`src/shared/wdt_pkg.sv`:
```
/*
  constants and types for the supervisory watchdog timer.
  assumes a single 20 MHz clock and a synchronous active-low reset.
*/
// What this block does
// [RULE1] host toggles kick within 1.62 s
// [RULE2] either edge restarts; timeout gives 202 ms pulse
// [RULE3] after a pulse, next timeout needs 12.9 s
// [RULE4] undervoltage event restarts timer, forces pulse
// [RULE5] fault output open drain, only pulls low
// [RULE6] all intervals from one programmable base tick
// [RULE7] timing pin strapped high disables watchdog
// [RULE8] kick synchronised by two flops before edge detect
package wdt_pkg;
  // ===========================================================
  // timing
  localparam int CLK_HZ = 20000000;
  // nominal base tick is 100 us with the 10 nF timing capacitor
  localparam int BASE_TICK_US = 100;
  localparam int BASE_TICK_CYC = (CLK_HZ / 1000000) * BASE_TICK_US;
  localparam int WINDOW_MS = 1620;
  localparam int LONG_WINDOW_MS = 12900;
  localparam int PULSE_MS = 202;
  localparam int WINDOW_TICKS = WINDOW_MS * 1000 / BASE_TICK_US;
  localparam int LONG_WINDOW_TICKS = LONG_WINDOW_MS * 1000 / BASE_TICK_US;
  localparam int PULSE_TICKS = PULSE_MS * 1000 / BASE_TICK_US;
  localparam int TICK_W = 18;
  localparam int DIV_W = 24;

  // ===========================================================
  // states
  typedef enum logic [1:0] {
    ST_WINDOW = 2'b00,
    ST_PULSE = 2'b01,
    ST_LONG = 2'b11,
    ST_OFF = 2'b10
  } wdt_state_t;

  typedef struct packed {
    logic fault_o;
    logic fault_oe;
  } od_pin_t;
endpackage
```
`src/core/supervisory_watchdog_timer.sv`:
```
/*
  supervisory watchdog timer: kick window, long window, fault pulse.
  assumes the timing strap and undervoltage event are synchronous to CLK.
*/
`timescale 1ns/1ps
module supervisory_watchdog_timer
  import wdt_pkg::*;
#(
  parameter int TICK_CYCLES = BASE_TICK_CYC,
  parameter int WINDOW_T = WINDOW_TICKS,
  parameter int LONG_T = LONG_WINDOW_TICKS,
  parameter int PULSE_T = PULSE_TICKS
) (
  input wire logic CLK,
  input wire logic RESETN,
  input wire logic WATCHDOG_KICK_IN,
  input wire logic TIMING_CAP_PIN,
  input wire logic UNDERVOLTAGE_LOCKOUT_EVENT,
  output logic WATCHDOG_FAULT_OUT_O,
  output logic WATCHDOG_FAULT_OUT_OE,
  output logic FAULT_ACTIVE
);
  // ===========================================================
  // kick synchroniser and edge detect
  logic sync1, sync2, sync3;
  logic next_sync1, next_sync2, next_sync3;
  logic kick_edge;
  always_comb begin
    next_sync1 = WATCHDOG_KICK_IN; // RULE8
    next_sync2 = sync1;
    next_sync3 = sync2;
  end
  always_ff @(posedge CLK) begin
    if (!RESETN) begin
      sync1 <= 1'b0;
      sync2 <= 1'b0;
      sync3 <= 1'b0;
    end else begin
      sync1 <= next_sync1;
      sync2 <= next_sync2;
      sync3 <= next_sync3;
    end
  end
  // sync1 feeds only sync2; the edge is taken from the later stages
  assign kick_edge = sync2 ^ sync3; // RULE8 RULE2

  // ===========================================================
  // base tick divider
  logic [DIV_W-1:0] div_cnt, next_div_cnt;
  logic tick;
  assign tick = (div_cnt == DIV_W'(TICK_CYCLES - 1));
  always_comb begin
    if (tick) begin
      next_div_cnt = '0; // RULE6
    end else begin
      next_div_cnt = div_cnt + DIV_W'(1);
    end
  end
  always_ff @(posedge CLK) begin
    if (!RESETN) begin
      div_cnt <= '0;
    end else begin
      div_cnt <= next_div_cnt;
    end
  end

  // ===========================================================
  // watchdog state machine
  wdt_state_t state, next_state;
  logic [TICK_W-1:0] tcnt, next_tcnt;
  logic disabled;
  assign disabled = TIMING_CAP_PIN; // RULE7
  always_comb begin
    next_state = state;
    next_tcnt = tcnt;
    if (disabled) begin
      next_state = ST_OFF; // RULE7
      next_tcnt = '0;
    end else if (UNDERVOLTAGE_LOCKOUT_EVENT) begin
      next_state = ST_PULSE; // RULE4
      next_tcnt = '0;
    end else begin
      case (state)
        ST_OFF: begin
          next_state = ST_WINDOW;
          next_tcnt = '0;
        end
        ST_WINDOW, ST_LONG: begin
          if (kick_edge) begin
            next_state = ST_WINDOW; // RULE2
            next_tcnt = '0;
          end else if (tick) begin
            if (tcnt == TICK_W'(((state == ST_LONG) ? LONG_T : WINDOW_T) - 1)) begin
              next_state = ST_PULSE; // RULE2 RULE3
              next_tcnt = '0;
            end else begin
              next_tcnt = tcnt + TICK_W'(1);
            end
          end
        end
        ST_PULSE: begin
          // kicks during the pulse are ignored; the long window follows
          if (tick) begin
            if (tcnt == TICK_W'(PULSE_T - 1)) begin
              next_state = ST_LONG; // RULE3
              next_tcnt = '0;
            end else begin
              next_tcnt = tcnt + TICK_W'(1);
            end
          end
        end
        default: begin
          next_state = ST_WINDOW;
          next_tcnt = '0;
        end
      endcase
    end
  end
  always_ff @(posedge CLK) begin
    if (!RESETN) begin
      state <= ST_WINDOW;
      tcnt <= '0;
    end else begin
      state <= next_state;
      tcnt <= next_tcnt;
    end
  end

  // ===========================================================
  // open-drain fault pin, registered
  od_pin_t pin, next_pin;
  always_comb begin
    next_pin.fault_o = 1'b0; // RULE5
    next_pin.fault_oe = (next_state == ST_PULSE); // RULE5
  end
  always_ff @(posedge CLK) begin
    if (!RESETN) begin
      pin <= '0;
    end else begin
      pin <= next_pin;
    end
  end
  assign WATCHDOG_FAULT_OUT_O = pin.fault_o;
  assign WATCHDOG_FAULT_OUT_OE = pin.fault_oe;
  assign FAULT_ACTIVE = pin.fault_oe;

  // ===========================================================
  // pulse length watch, read by the checks only
  // restarts on entry and on every undervoltage cycle, since either one
  // begins a fresh full pulse
  logic [31:0] pulse_len, next_pulse_len;
  always_comb begin
    if (next_state != ST_PULSE) begin
      next_pulse_len = 32'h00000000;
    end else if (state != ST_PULSE || UNDERVOLTAGE_LOCKOUT_EVENT) begin
      next_pulse_len = 32'h00000001;
    end else begin
      next_pulse_len = pulse_len + 32'h00000001;
    end
  end
  always_ff @(posedge CLK) begin
    if (!RESETN) begin
      pulse_len <= 32'h00000000;
    end else begin
      pulse_len <= next_pulse_len;
    end
  end

  // ===========================================================
  // checks
  // most checks leave out strap and undervoltage cycles, which override everything
  never_high_a: assert property (@(posedge CLK) disable iff (!RESETN) // RULE5
    WATCHDOG_FAULT_OUT_O == 1'b0) else $error("fault pin driven high");
  reset_idle_a: assert property (@(posedge CLK) // RULE5
    !RESETN |=> (state == ST_WINDOW && tcnt == '0 && !WATCHDOG_FAULT_OUT_OE))
    else $error("not idle after reset");
  disable_quiet_a: assert property (@(posedge CLK) disable iff (!RESETN) // RULE7
    disabled |=> !WATCHDOG_FAULT_OUT_OE) else $error("fault while disabled");
  off_release_a: assert property (@(posedge CLK) disable iff (!RESETN) // RULE7
    (state == ST_OFF && !disabled && !UNDERVOLTAGE_LOCKOUT_EVENT)
    |=> (state == ST_WINDOW && tcnt == '0))
    else $error("window did not restart after strap");
  undervoltage_lockout_event_pulse_a: assert property (@(posedge CLK) disable iff (!RESETN) // RULE4
    (UNDERVOLTAGE_LOCKOUT_EVENT && !disabled) |=> WATCHDOG_FAULT_OUT_OE)
    else $error("no pulse after undervoltage");
  kick_restart_a: assert property (@(posedge CLK) disable iff (!RESETN) // RULE2
    (kick_edge && !disabled && !UNDERVOLTAGE_LOCKOUT_EVENT
     && (state == ST_WINDOW || state == ST_LONG)) |=> (state == ST_WINDOW && tcnt == '0))
    else $error("kick did not restart window");
  window_wait_a: assert property (@(posedge CLK) disable iff (!RESETN) // RULE2
    (state == ST_WINDOW && !(tick && tcnt == TICK_W'(WINDOW_T - 1))
     && !disabled && !UNDERVOLTAGE_LOCKOUT_EVENT) |=> !WATCHDOG_FAULT_OUT_OE)
    else $error("pulse before window expiry");
  window_expire_a: assert property (@(posedge CLK) disable iff (!RESETN) // RULE2
    (state == ST_WINDOW && tick && !kick_edge && tcnt == TICK_W'(WINDOW_T - 1)
     && !disabled && !UNDERVOLTAGE_LOCKOUT_EVENT) |=> WATCHDOG_FAULT_OUT_OE)
    else $error("window expiry gave no pulse");
  pulse_hold_a: assert property (@(posedge CLK) disable iff (!RESETN) // RULE2
    (state == ST_PULSE && !tick && !disabled) |=> (state == ST_PULSE))
    else $error("pulse cut short");
  pulse_count_a: assert property (@(posedge CLK) disable iff (!RESETN) // RULE6
    (state == ST_PULSE && tick && tcnt != TICK_W'(PULSE_T - 1) && !disabled
     && !UNDERVOLTAGE_LOCKOUT_EVENT)
    |=> (state == ST_PULSE && tcnt == $past(tcnt) + TICK_W'(1)))
    else $error("pulse tick not counted");
  pulse_max_a: assert property (@(posedge CLK) disable iff (!RESETN) // RULE2
    (state == ST_PULSE) |-> (pulse_len <= 32'(PULSE_T * TICK_CYCLES)))
    else $error("fault pulse too long");
  pulse_min_a: assert property (@(posedge CLK) disable iff (!RESETN) // RULE4
    (state == ST_PULSE && next_state == ST_LONG)
    |-> (pulse_len > 32'((PULSE_T - 1) * TICK_CYCLES)))
    else $error("fault pulse too short");
  pulse_to_long_a: assert property (@(posedge CLK) disable iff (!RESETN) // RULE3
    (state == ST_PULSE && tick && tcnt == TICK_W'(PULSE_T - 1) && !disabled
     && !UNDERVOLTAGE_LOCKOUT_EVENT) |=> state == ST_LONG)
    else $error("pulse did not end into long window");
  long_wait_a: assert property (@(posedge CLK) disable iff (!RESETN) // RULE3
    (state == ST_LONG && !kick_edge && !(tick && tcnt == TICK_W'(LONG_T - 1))
     && !disabled && !UNDERVOLTAGE_LOCKOUT_EVENT) |=> (state == ST_LONG))
    else $error("long window left early");
  long_expire_a: assert property (@(posedge CLK) disable iff (!RESETN) // RULE3
    (state == ST_LONG && tick && !kick_edge && tcnt == TICK_W'(LONG_T - 1)
     && !disabled && !UNDERVOLTAGE_LOCKOUT_EVENT) |=> WATCHDOG_FAULT_OUT_OE)
    else $error("long window expiry gave no pulse");
  sync_chain_a: assert property (@(posedge CLK) disable iff (!RESETN) // RULE8
    (sync2 == $past(sync1)) && (sync3 == $past(sync2)))
    else $error("kick chain skipped a stage");
  edge_detect_a: assert property (@(posedge CLK) disable iff (!RESETN) // RULE8
    kick_edge |-> ($past(sync1, 2) != $past(sync1, 1)))
    else $error("edge without sample change");
  tick_period_a: assert property (@(posedge CLK) disable iff (!RESETN) // RULE6
    tick |=> !tick) else $error("tick wider than one cycle");
  pin_follows_state_a: assert property (@(posedge CLK) disable iff (!RESETN) // RULE5
    WATCHDOG_FAULT_OUT_OE == (state == ST_PULSE))
    else $error("pin and state disagree");
endmodule

```
`config.mk`:
```
export PLATFORM = sky130hd
export DESIGN_NAME = supervisory_watchdog_timer
export DESIGN_NICKNAME = d
export VERILOG_FILES = /design/src/shared/wdt_pkg.sv /design/src/core/supervisory_watchdog_timer.sv
export SDC_FILE = /design/constraint.sdc
export NUM_CORES = 1
export LEC_CHECK = 0
export BUFFER_PORTS_ARGS = -buffer_cell sky130_fd_sc_hd__buf_2
export CAP_MARGIN = 25
export CORE_UTILIZATION = 55
export CTS_CLUSTER_DIAMETER = 60
export DETAILED_ROUTE_END_ITERATION = 6
export PLACE_DENSITY_LB_ADDON = 0.15
export SYNTH_ARGS = -nofsm -noshare
export SYNTH_HDL_FRONTEND = slang
export SYNTH_SLANG_ARGS = --single-unit
export TNS_END_PERCENT = 100
```
`constraint.sdc`:
```
create_clock -name CLK -period 2.3 [get_ports CLK]
set_input_delay 0 -clock CLK [delete_from_list [all_inputs] [get_ports CLK]]
set_output_delay 0 -clock CLK [all_outputs]
set_load 0.005 [all_outputs]
```
==> results of run 1 <==
-- timing repair --
action	in CTS	in global routing
pin swaps	3	0
hold buffers	3	0
buffers inserted	3	0
endpoints found under the setup margin	12	25
endpoints found under the hold margin	4	0
gates cloned	1	1
resized for setup	0	11
-- synthesized netlist by cell type, drive strengths merged, types with 8 or more instances --
master	count	area (um^2)
xor2	16	140
a21oi	15	75.1
nand4	15	93.8
o21ai	9	45.0
or4	8	63.8
and3	10	62.6
nor2	30	113
and2	10	62.6
dfxtp	48	961
or3	8	50.1
xnor2	8	70.1
inv	8	30.0
nand3	16	80.1
nand2	20	75.1
-- worst min-delay path, cell delays in order --
cell     delay, ns
buf_2         0.14
or3_1         0.12
o211a_1       0.14
-- power by group through the flow --
stage	Combinational, W	Sequential (W)	Clock [W]
after floorplan	0.0000889	0.000868	0
after global routing	0.000177	0.000852	0.000670
after CTS	0.000150	0.000850	0.000642
final	0.000164	0.000850	0.000635
after detailed placement	0.000133	0.000870	0
after global placement	0.000133	0.000869	0
-- final cells by class --
cell class | count | area (um^2)
multi-input combinational | 219 | 1440
fill | 354 | 1240
sequential | 48 | 961
timing repair buffer | 34 | 294
clock buffer | 5 | 68.8
tap | 50 | 62.6
clock inverter | 3 | 46.3
inverter | 8 | 30.0
-- flip-flops by register name (all words and copies together) (netlist names) --
| name | count |
|---|---|
| FAULT_ACTIVE | 1 |
| next_sync2 | 1 |
| div_cnt | 24 |
| tcnt | 18 |
| next_sync3 | 1 |
| sync3 | 1 |
| state | 2 |
-- layer usage --
layer / up-vias / track usage / wire, um
li1: 1097 / - / -
met4: 0 / 0.0938 / 118
met2: 53 / 0.404 / 2670
met5: - / 0 / 0
met1: 1059 / 0.322 / 2610
met3: 11 / 0.0493 / 278
-- cells by family after synthesis --
group                    after synthesis  synth area share
adder cells (fa/ha/maj)                5            0.0256
multiplexers                           1           0.00410
XOR/XNOR                              24            0.0860
other                                  1           0.00153
flip-flops                            48             0.393
buffers and inverters                 19            0.0389
AND/OR/NAND/NOR                      142             0.318
AO/OA/AOI/OAI                         45             0.133
-- worst min path at each step --
stage | start | to | slack (ns)
2_1_floorplan | RESETN | div_cnt[2] | 0.12
3_3_place_gp | WATCHDOG_KICK_IN | next_sync2 | 0.21
3_5_place_dp | WATCHDOG_KICK_IN | next_sync2 | 0.22
4_1_cts | UNDERVOLTAGE_LOCKOUT_EVENT | state[0] | 0.09
5_1_grt | UNDERVOLTAGE_LOCKOUT_EVENT | state[0] | 0.13
6_report | UNDERVOLTAGE_LOCKOUT_EVENT | state[0] | 0.12
-- stage by stage --
step	hold slack, ns	setup WS, ns
4_1_cts	0.0923	-0.0894
6_report	0.121	-0.0998
3_5_place_dp	0.216	-0.110
5_1_grt	0.134	-0.146
2_1_floorplan	0.122	0.00156
3_3_place_gp	0.214	-0.0644
==> impl_metrics.toml, run 1 <==
[place]
dpl_cell_area_mm2 = 0.00265
portBuffers = 6
place.gp.congestion = 0.826
dp.cells = 351
dp_hpwl_um = 3570

[cts]
clk_latency_ns = 0.31
cts.sinks = 48
numCtsBuffers = 5
ctsRootBufferMaster = "clkbuf_8"
cts_tree = "done"
cts.clk_slew.worst_paths_ns = 0.10
cts_buffer_depth = 2
htree_levels = 2

[setup_path]
critPathMaxFanout = 18
crit_start = "div_cnt[22]"
cp_num_cells = 7
worst_path_max_delay_cell = "or4_1"
rrSetupSlack_ns = -0.1
r2r-start = "div_cnt[22]"
endpoint = "tcnt[16]"
r2r_end = "tcnt[16]"
rr_worst_depth = 7
crit_buf_inv = 2
cp-start-kind = "flop"
cp.arrival_ns = 2.59
crit_type = "reg2reg"
slowest_delay_ns = 0.57
cp_top_family = "simple AND/OR/NAND/NOR gates"
end_kind = "flop"
path_cells = "or4_1 -> or4_4 -> o22a_4 -> buf_4 -> o31ai_4 -> buf_12 -> a311oi_1"
crit_required_ns = 2.49

[pwr]
switchingPower_w = 0.000401
leakage_nw = 1.04
p_total_w = 0.00165
seqPwrFrac = 0.516
swShare = 0.243
p_comb_frac = 0.099
ir_drop_mv = 0.403
p_clk_frac = 0.385
p_int_w = 0.00125
powerDensity_mw_per_mm2 = 568

[run]
maxCapViolations = 0

[hold_path]
hp-class = "in2reg"
holdPathStages = 3

[logic_synthesis]
ys_seq_area_frac = 0.393
netlist_area_mm2 = 0.00244
synth_edf_count = 0
syn_nets = 295
yosys_warnings = 0
synthFlopType = "dfxtp_1"
synth.avg_cell_area_um2 = 8.57
syn_inst = 285
ys_seq_elements = 48
synth-async-reset-ratio = 0
netlist-cell-type-count = 46

[timing]
setup_tns_ns = -1.66
grt_setup_unrepaired = "yes"
worst-slew-pin-transition_ns = 0.648
hold_viol = 0
maxSlewViolCount = 0
min_period_ns = 2.40
setup_viol = 20
slew_headroom = 0.562
clock.fmax_mhz = 417
post-route-period-util = 1.04
finalWorstSetupSlack_ns = -0.0998
fin_skew_ns = 0.00892

[die]
rows = 23
die_h_um = 68.7
core_mm2 = 0.00414
start_util = 0.590
io_pins = 8
die_area_mm2 = 0.00471
die_x_um = 68.7

[global_routing]
grt_max_degree = 23
grt_pass1_vias = 1920
grt-ovfl-total = 0
grtUsageTotal = 0.249
antenna_found_initial = 0
grt_pass1_wl_um = 8630

[cells_and_area]
layout.cells.most_common = "dfxtp_1"
diodes = 0
fin_cells = 367
mostFrequentLayoutCells = "dfxtp_1, nor2_1, buf_4"
area_growth_pct = 18.8
nets = 326
drive_above_1_share = 0.177
final_area_mm2 = 0.00290
fin_util = 0.700

[routing]
viasPerCell = 6.05
dr.pass1.iters = 4
wl_per_cell_um = 15.5
detail_route.iter0.violations = 150
drt-total-wl_um = 5680
drc = 0
ant_nets = 0
via_count = 2220

[outcome]
failed_checks = "negative setup slack"
outcome = "complete, but fails checks"
Power figures use the tool's default switching activity.
==> inputs of run 2 (changes only) <==
==> constraint.sdc (replaced) <==
create_clock -name CLK -period 2.3 [get_ports CLK]
set_input_delay 0.115 -clock CLK [delete_from_list [all_inputs] [get_ports CLK]]
set_output_delay 0.115 -clock CLK [all_outputs]
set_load 0.005 [all_outputs]
==> impl_metrics.toml, run 2 (same netlist as run 1, synthesis figures left out) <==
[cts]
clk_latency_ns = 0.31
cts.sinks = 48
htree_levels = 2
numCtsBuffers = 5
ctsRootBufferMaster = "clkbuf_8"
ctsHoldBuffers = 0
cts_buffer_depth = 2
cts.clk_slew.worst_paths_ns = 0.10
cts_tree = "done"

[timing]
maxSlewViolCount = 0
finalWorstSetupSlack_ns = -0.0994
grt_setup_unrepaired = "yes"
hold_viol = 0
post-route-period-util = 1.04
setup_viol = 20
worst-slew-pin-transition_ns = 0.649
clock.fmax_mhz = 417
min_period_ns = 2.40
hold_ws_ns = 0.0154
fin_skew_ns = 0.0104
slew_headroom = 0.561

[cells_and_area]
diodes = 0
multi_input_area_mm2 = 0.00144
fin_cells = 364
top_regs = "div_cnt (24), tcnt (18), state (2)"
largest_register_ffs = 24
register_area_um2 = 961
mostFrequentLayoutCells = "dfxtp_1, nor2_1, buf_4"
top_register = "div_cnt"
area_growth_pct = 17.6
layout.cells.most_common = "dfxtp_1"
n_fill_cell = 361
drive_above_1_share = 0.178
nets = 323

[routing]
via_count = 2214
detail_route.iter0.violations = 134
drt-total-wl_um = 5610
drc = 0
dr.pass1.iters = 4
viasPerCell = 6.08
ant_nets = 0
wl_per_cell_um = 15.4

[place]
place.gp.congestion = 0.826
dp_hpwl_um = 3570
portBuffers = 6
dp.cells = 351
post-place-ws_ns = -0.110

[pwr]
leakage_nw = 1.02
powerDensity_mw_per_mm2 = 573
ir_drop_mv = 0.403
p_total_w = 0.00165

[die]
start_util = 0.590
die_x_um = 68.7
core_mm2 = 0.00414
die_area_mm2 = 0.00471
rows = 23
io_pins = 8
die_h_um = 68.7

[setup_path]
critPathMaxFanout = 18
cp-start-kind = "flop"
slowest_delay_ns = 0.57
crit_buf_inv = 2
rr_worst_depth = 7
cp.arrival_ns = 2.59
end_kind = "flop"
crit_type = "reg2reg"
crit_required_ns = 2.49
worst_path_max_delay_cell = "or4_1"
cp_top_family = "simple AND/OR/NAND/NOR gates"
path_cells = "or4_1 -> or4_4 -> o22a_4 -> buf_4 -> o31ai_4 -> buf_12 -> a311oi_1"
cp_num_cells = 7

[global_routing]
antenna_found_initial = 0
grtUsageTotal = 0.245
grt_pass1_vias = 1908
grt_max_degree = 23
grt_pass1_wl_um = 8510
grt-ovfl-total = 0

[run]
maxCapViolations = 0

[hold_path]
holdPathStages = 2
hp-class = "in2reg"

[outcome]
outcome = "complete, but fails checks"
failed_checks = "negative setup slack"
-- run 2: changes by cell type in the layout (fill, tap and decap cells not counted), sizes merged --
cell / before / now
dlygate4sd3: 3 / 0
-- run 2: routing by layer --
metal	global-route usage	up-vias	routed length [um]
met5	0	-	0
met4	0.0938	0	97
met3	0.0493	8	233
met2	0.397	44	2640
met1	0.318	1069	2630
li1	-	1093	-
-- run 2: through the flow --
stage                util  instance area [um^2]  TNS (ns)
finish              0.693                  2870     -1.63
detailed placement  0.640                  2650    -0.845
global route        0.693                  2870     -2.52
floorplan               -                  2440         0
CTS                 0.676                  2800     -1.24
global placement    0.640                  2650    -0.563
-- run 2: cell type report --
type | instances | area share
clock buffer | 5 | 0.0240
inverter | 8 | 0.0105
clock inverter | 3 | 0.0161
sequential | 48 | 0.334
tap | 50 | 0.0218
timing repair buffer | 31 | 0.0919
multi-input combinational | 219 | 0.501
-- run 2: timing repair --
item                       in CTS  in global routing
resized for setup               0                 11
setup endpoints to repair      12                 25
pin swaps                       3                  0
cloned                          1                  1
setup buffers                   3                  0
-- run 2: final timing paths --
kind / startpoint / end / slack, ns
hold / removal: WATCHDOG_KICK_IN / next_sync2 / 0.02
setup / recovery: div_cnt[22] / tcnt[16] / -0.1
setup reg to reg: div_cnt[22] / tcnt[16] / -0.1
hold reg to reg: next_sync2 / next_sync3 / 0.45
-- run 2: where the power goes --
| group | internal (W) | leakage [nW] | total [W] | switching [W] |
|---|---|---|---|---|
| sequential | 0.000841 | 0.388 | 0.000850 | 0.00000933 |
| clock | 0.000328 | 0.0548 | 0.000637 | 0.000309 |
| combinational | 0.0000756 | 0.582 | 0.000159 | 0.0000838 |
| total | 0.00124 | 1.02 | 0.00165 | 0.000402 |
==> inputs of run 3 (changes only) <==
--- a/config.mk
+++ b/config.mk
@@ -7,5 +7,6 @@
 export LEC_CHECK = 0
+export ABC_CLOCK_PERIOD_IN_PS = 2300
 export BUFFER_PORTS_ARGS = -buffer_cell sky130_fd_sc_hd__buf_2
 export CAP_MARGIN = 25
-export CORE_UTILIZATION = 55
+export CORE_UTILIZATION = 35
 export CTS_CLUSTER_DIAMETER = 60
==> constraint.sdc (replaced) <==
create_clock -name CLK -period 2.3 [get_ports CLK]
set_input_delay 0.23 -clock CLK [delete_from_list [all_inputs] [get_ports CLK]]
set_output_delay 0.23 -clock CLK [all_outputs]
set_load 0.005 [all_outputs]
==> impl_metrics.toml, run 3 (same netlist as run 1, synthesis figures left out) <==
[place]
post-place-ws_ns = -0.102
place.gp.congestion = 0.760
dp_hpwl_um = 3970
portBuffers = 6
dp.cells = 386

[cts]
clk_latency_ns = 0.29
htree_levels = 2
numCtsBuffers = 5
cts.sinks = 48
cts.clk_slew.worst_paths_ns = 0.09
cts_buffer_depth = 2
cts_tree = "done"
ctsRootBufferMaster = "clkbuf_8"
ctsHoldBuffers = 0

[timing]
slew_headroom = 0.640
setup_viol = 11
hold_ws_ns = 0.146
fin_skew_ns = 0.00736
min_period_ns = 2.36
grt_setup_unrepaired = "yes"
setup_tns_ns = -0.431
hold_viol = 0
clock.fmax_mhz = 424
post-route-period-util = 1.03
maxSlewViolCount = 0
worst-slew-pin-transition_ns = 0.532
finalWorstSetupSlack_ns = -0.0582

[setup_path]
path_cells = "or4_1 -> or4_4 -> or4_4 -> a211oi_2 -> o31a_1"
crit_type = "reg2reg"
cp_top_family = "simple AND/OR/NAND/NOR gates"
critPathMaxFanout = 6
crit_top_cell = "or4_4"
crit_buf_inv = 0
end_kind = "flop"
worst_path_max_delay_cell = "or4_4"
slowest_delay_ns = 0.55
crit_required_ns = 2.54
cp.arrival_ns = 2.60
cp-start-kind = "flop"

[global_routing]
grt_pass1_vias = 2083
grt_pass1_wl_um = 9630
use_met2 = 0.273
grtUsageTotal = 0.163
grt.busiest_layer = "met2"
antenna_found_initial = 0
grt_use_met1 = 0.221
grt-ovfl-total = 0
grt_use_met3 = 0.0289
grt_max_degree = 23

[cells_and_area]
register_area_um2 = 962
diodes = 0
layout.cells.most_common = "dfxtp_1"
top_register = "div_cnt"
fin_cells = 395
top_regs = "div_cnt (24), tcnt (18), state (2)"
n_fill_cell = 675
nets = 325
area_growth_pct = 20.2
drive_above_1_share = 0.190
mostFrequentLayoutCells = "dfxtp_1, nor2_1, buf_4"
multi_input_area_mm2 = 0.00145
largest_register_ffs = 24

[die]
start_util = 0.362
rows = 30
die_area_mm2 = 0.00732
die_x_um = 85.6
die_h_um = 85.6
io_pins = 8
core_mm2 = 0.00676

[outcome]
outcome = "complete, but fails checks"
failed_checks = "negative setup slack"

[routing]
via_count = 2178
drt-total-wl_um = 5610
drc = 0
dr.pass1.iters = 4
wl_per_cell_um = 14.2
detail_route.iter0.violations = 97
ant_nets = 0
viasPerCell = 5.51

[pwr]
leakage_nw = 1.04
p_total_w = 0.00172
powerDensity_mw_per_mm2 = 584
ir_drop_mv = 0.262

[run]
maxCapViolations = 0

[hold_path]
hp-class = "in2reg"
==> run 3: cell types whose count changed in the layout (fill, tap and decap cells not counted), sizes merged <==
cell      change
clkbuf        -1
bufinv        +1
buf           +3
inv           -1
clkinvlp      -1
==> run 3: area by class of cell <==
type	count	share of cell area
Clock inverter	2	0.0204
Timing Repair Buffer	33	0.0916
Inverter	8	0.0102
Sequential cell	48	0.328
Tap cell	80	0.0341
Clock buffer	5	0.0234
Multi-Input combinational cell	219	0.493
==> run 3: worst paths after layout <==
kind                     from    endpoint  slack, ns  cells past startpoint
max reg2reg       div_cnt[19]    state[1]      -0.06                      5
min          WATCHDOG_KICK_IN  next_sync2       0.15                      2
min reg2reg        next_sync2  next_sync3       0.45                      1
max               div_cnt[19]    state[1]      -0.06                      5
==> run 3: per-stage QoR <==
stage               instance area (um^2)   util
finish                              2940  0.435
global route                        2940  0.435
CTS                                 2900  0.429
detailed placement                  2730  0.404
global placement                    2730  0.404
floorplan                           2440      -
==> run 3: worst register-to-register path, cell delays in order (launching register included) <==
cell      delay (ns)
dfxtp_1         0.31
or4_1           0.52
or4_4           0.55
or4_4           0.51
a211oi_2        0.26
o31a_1          0.16
==> run 3: report_power, final <==
group	total [W]	internal [W]	switching, W	leakage, nW
logic	0.000159	0.0000750	0.0000845	0.586
registers	0.000850	0.000841	0.00000926	0.389
clock network	0.000706	0.000428	0.000278	0.0642
==> run 3: what timing repair did <==
item,4_1_cts,5_1_grt
setup endpoints to repair,15,19
cloned,1,0
endpoints found under the hold margin,0,0
pin swaps,20,2
resized for setup,6,11
setup buffers,1,0
==> run 3: routing by layer <==
layer / wire length, um / share of wire
met5: 0 / 0
met4: 33 / 0.0059
met3: 84 / 0.015
met2: 2680 / 0.48
met1: 2820 / 0.50
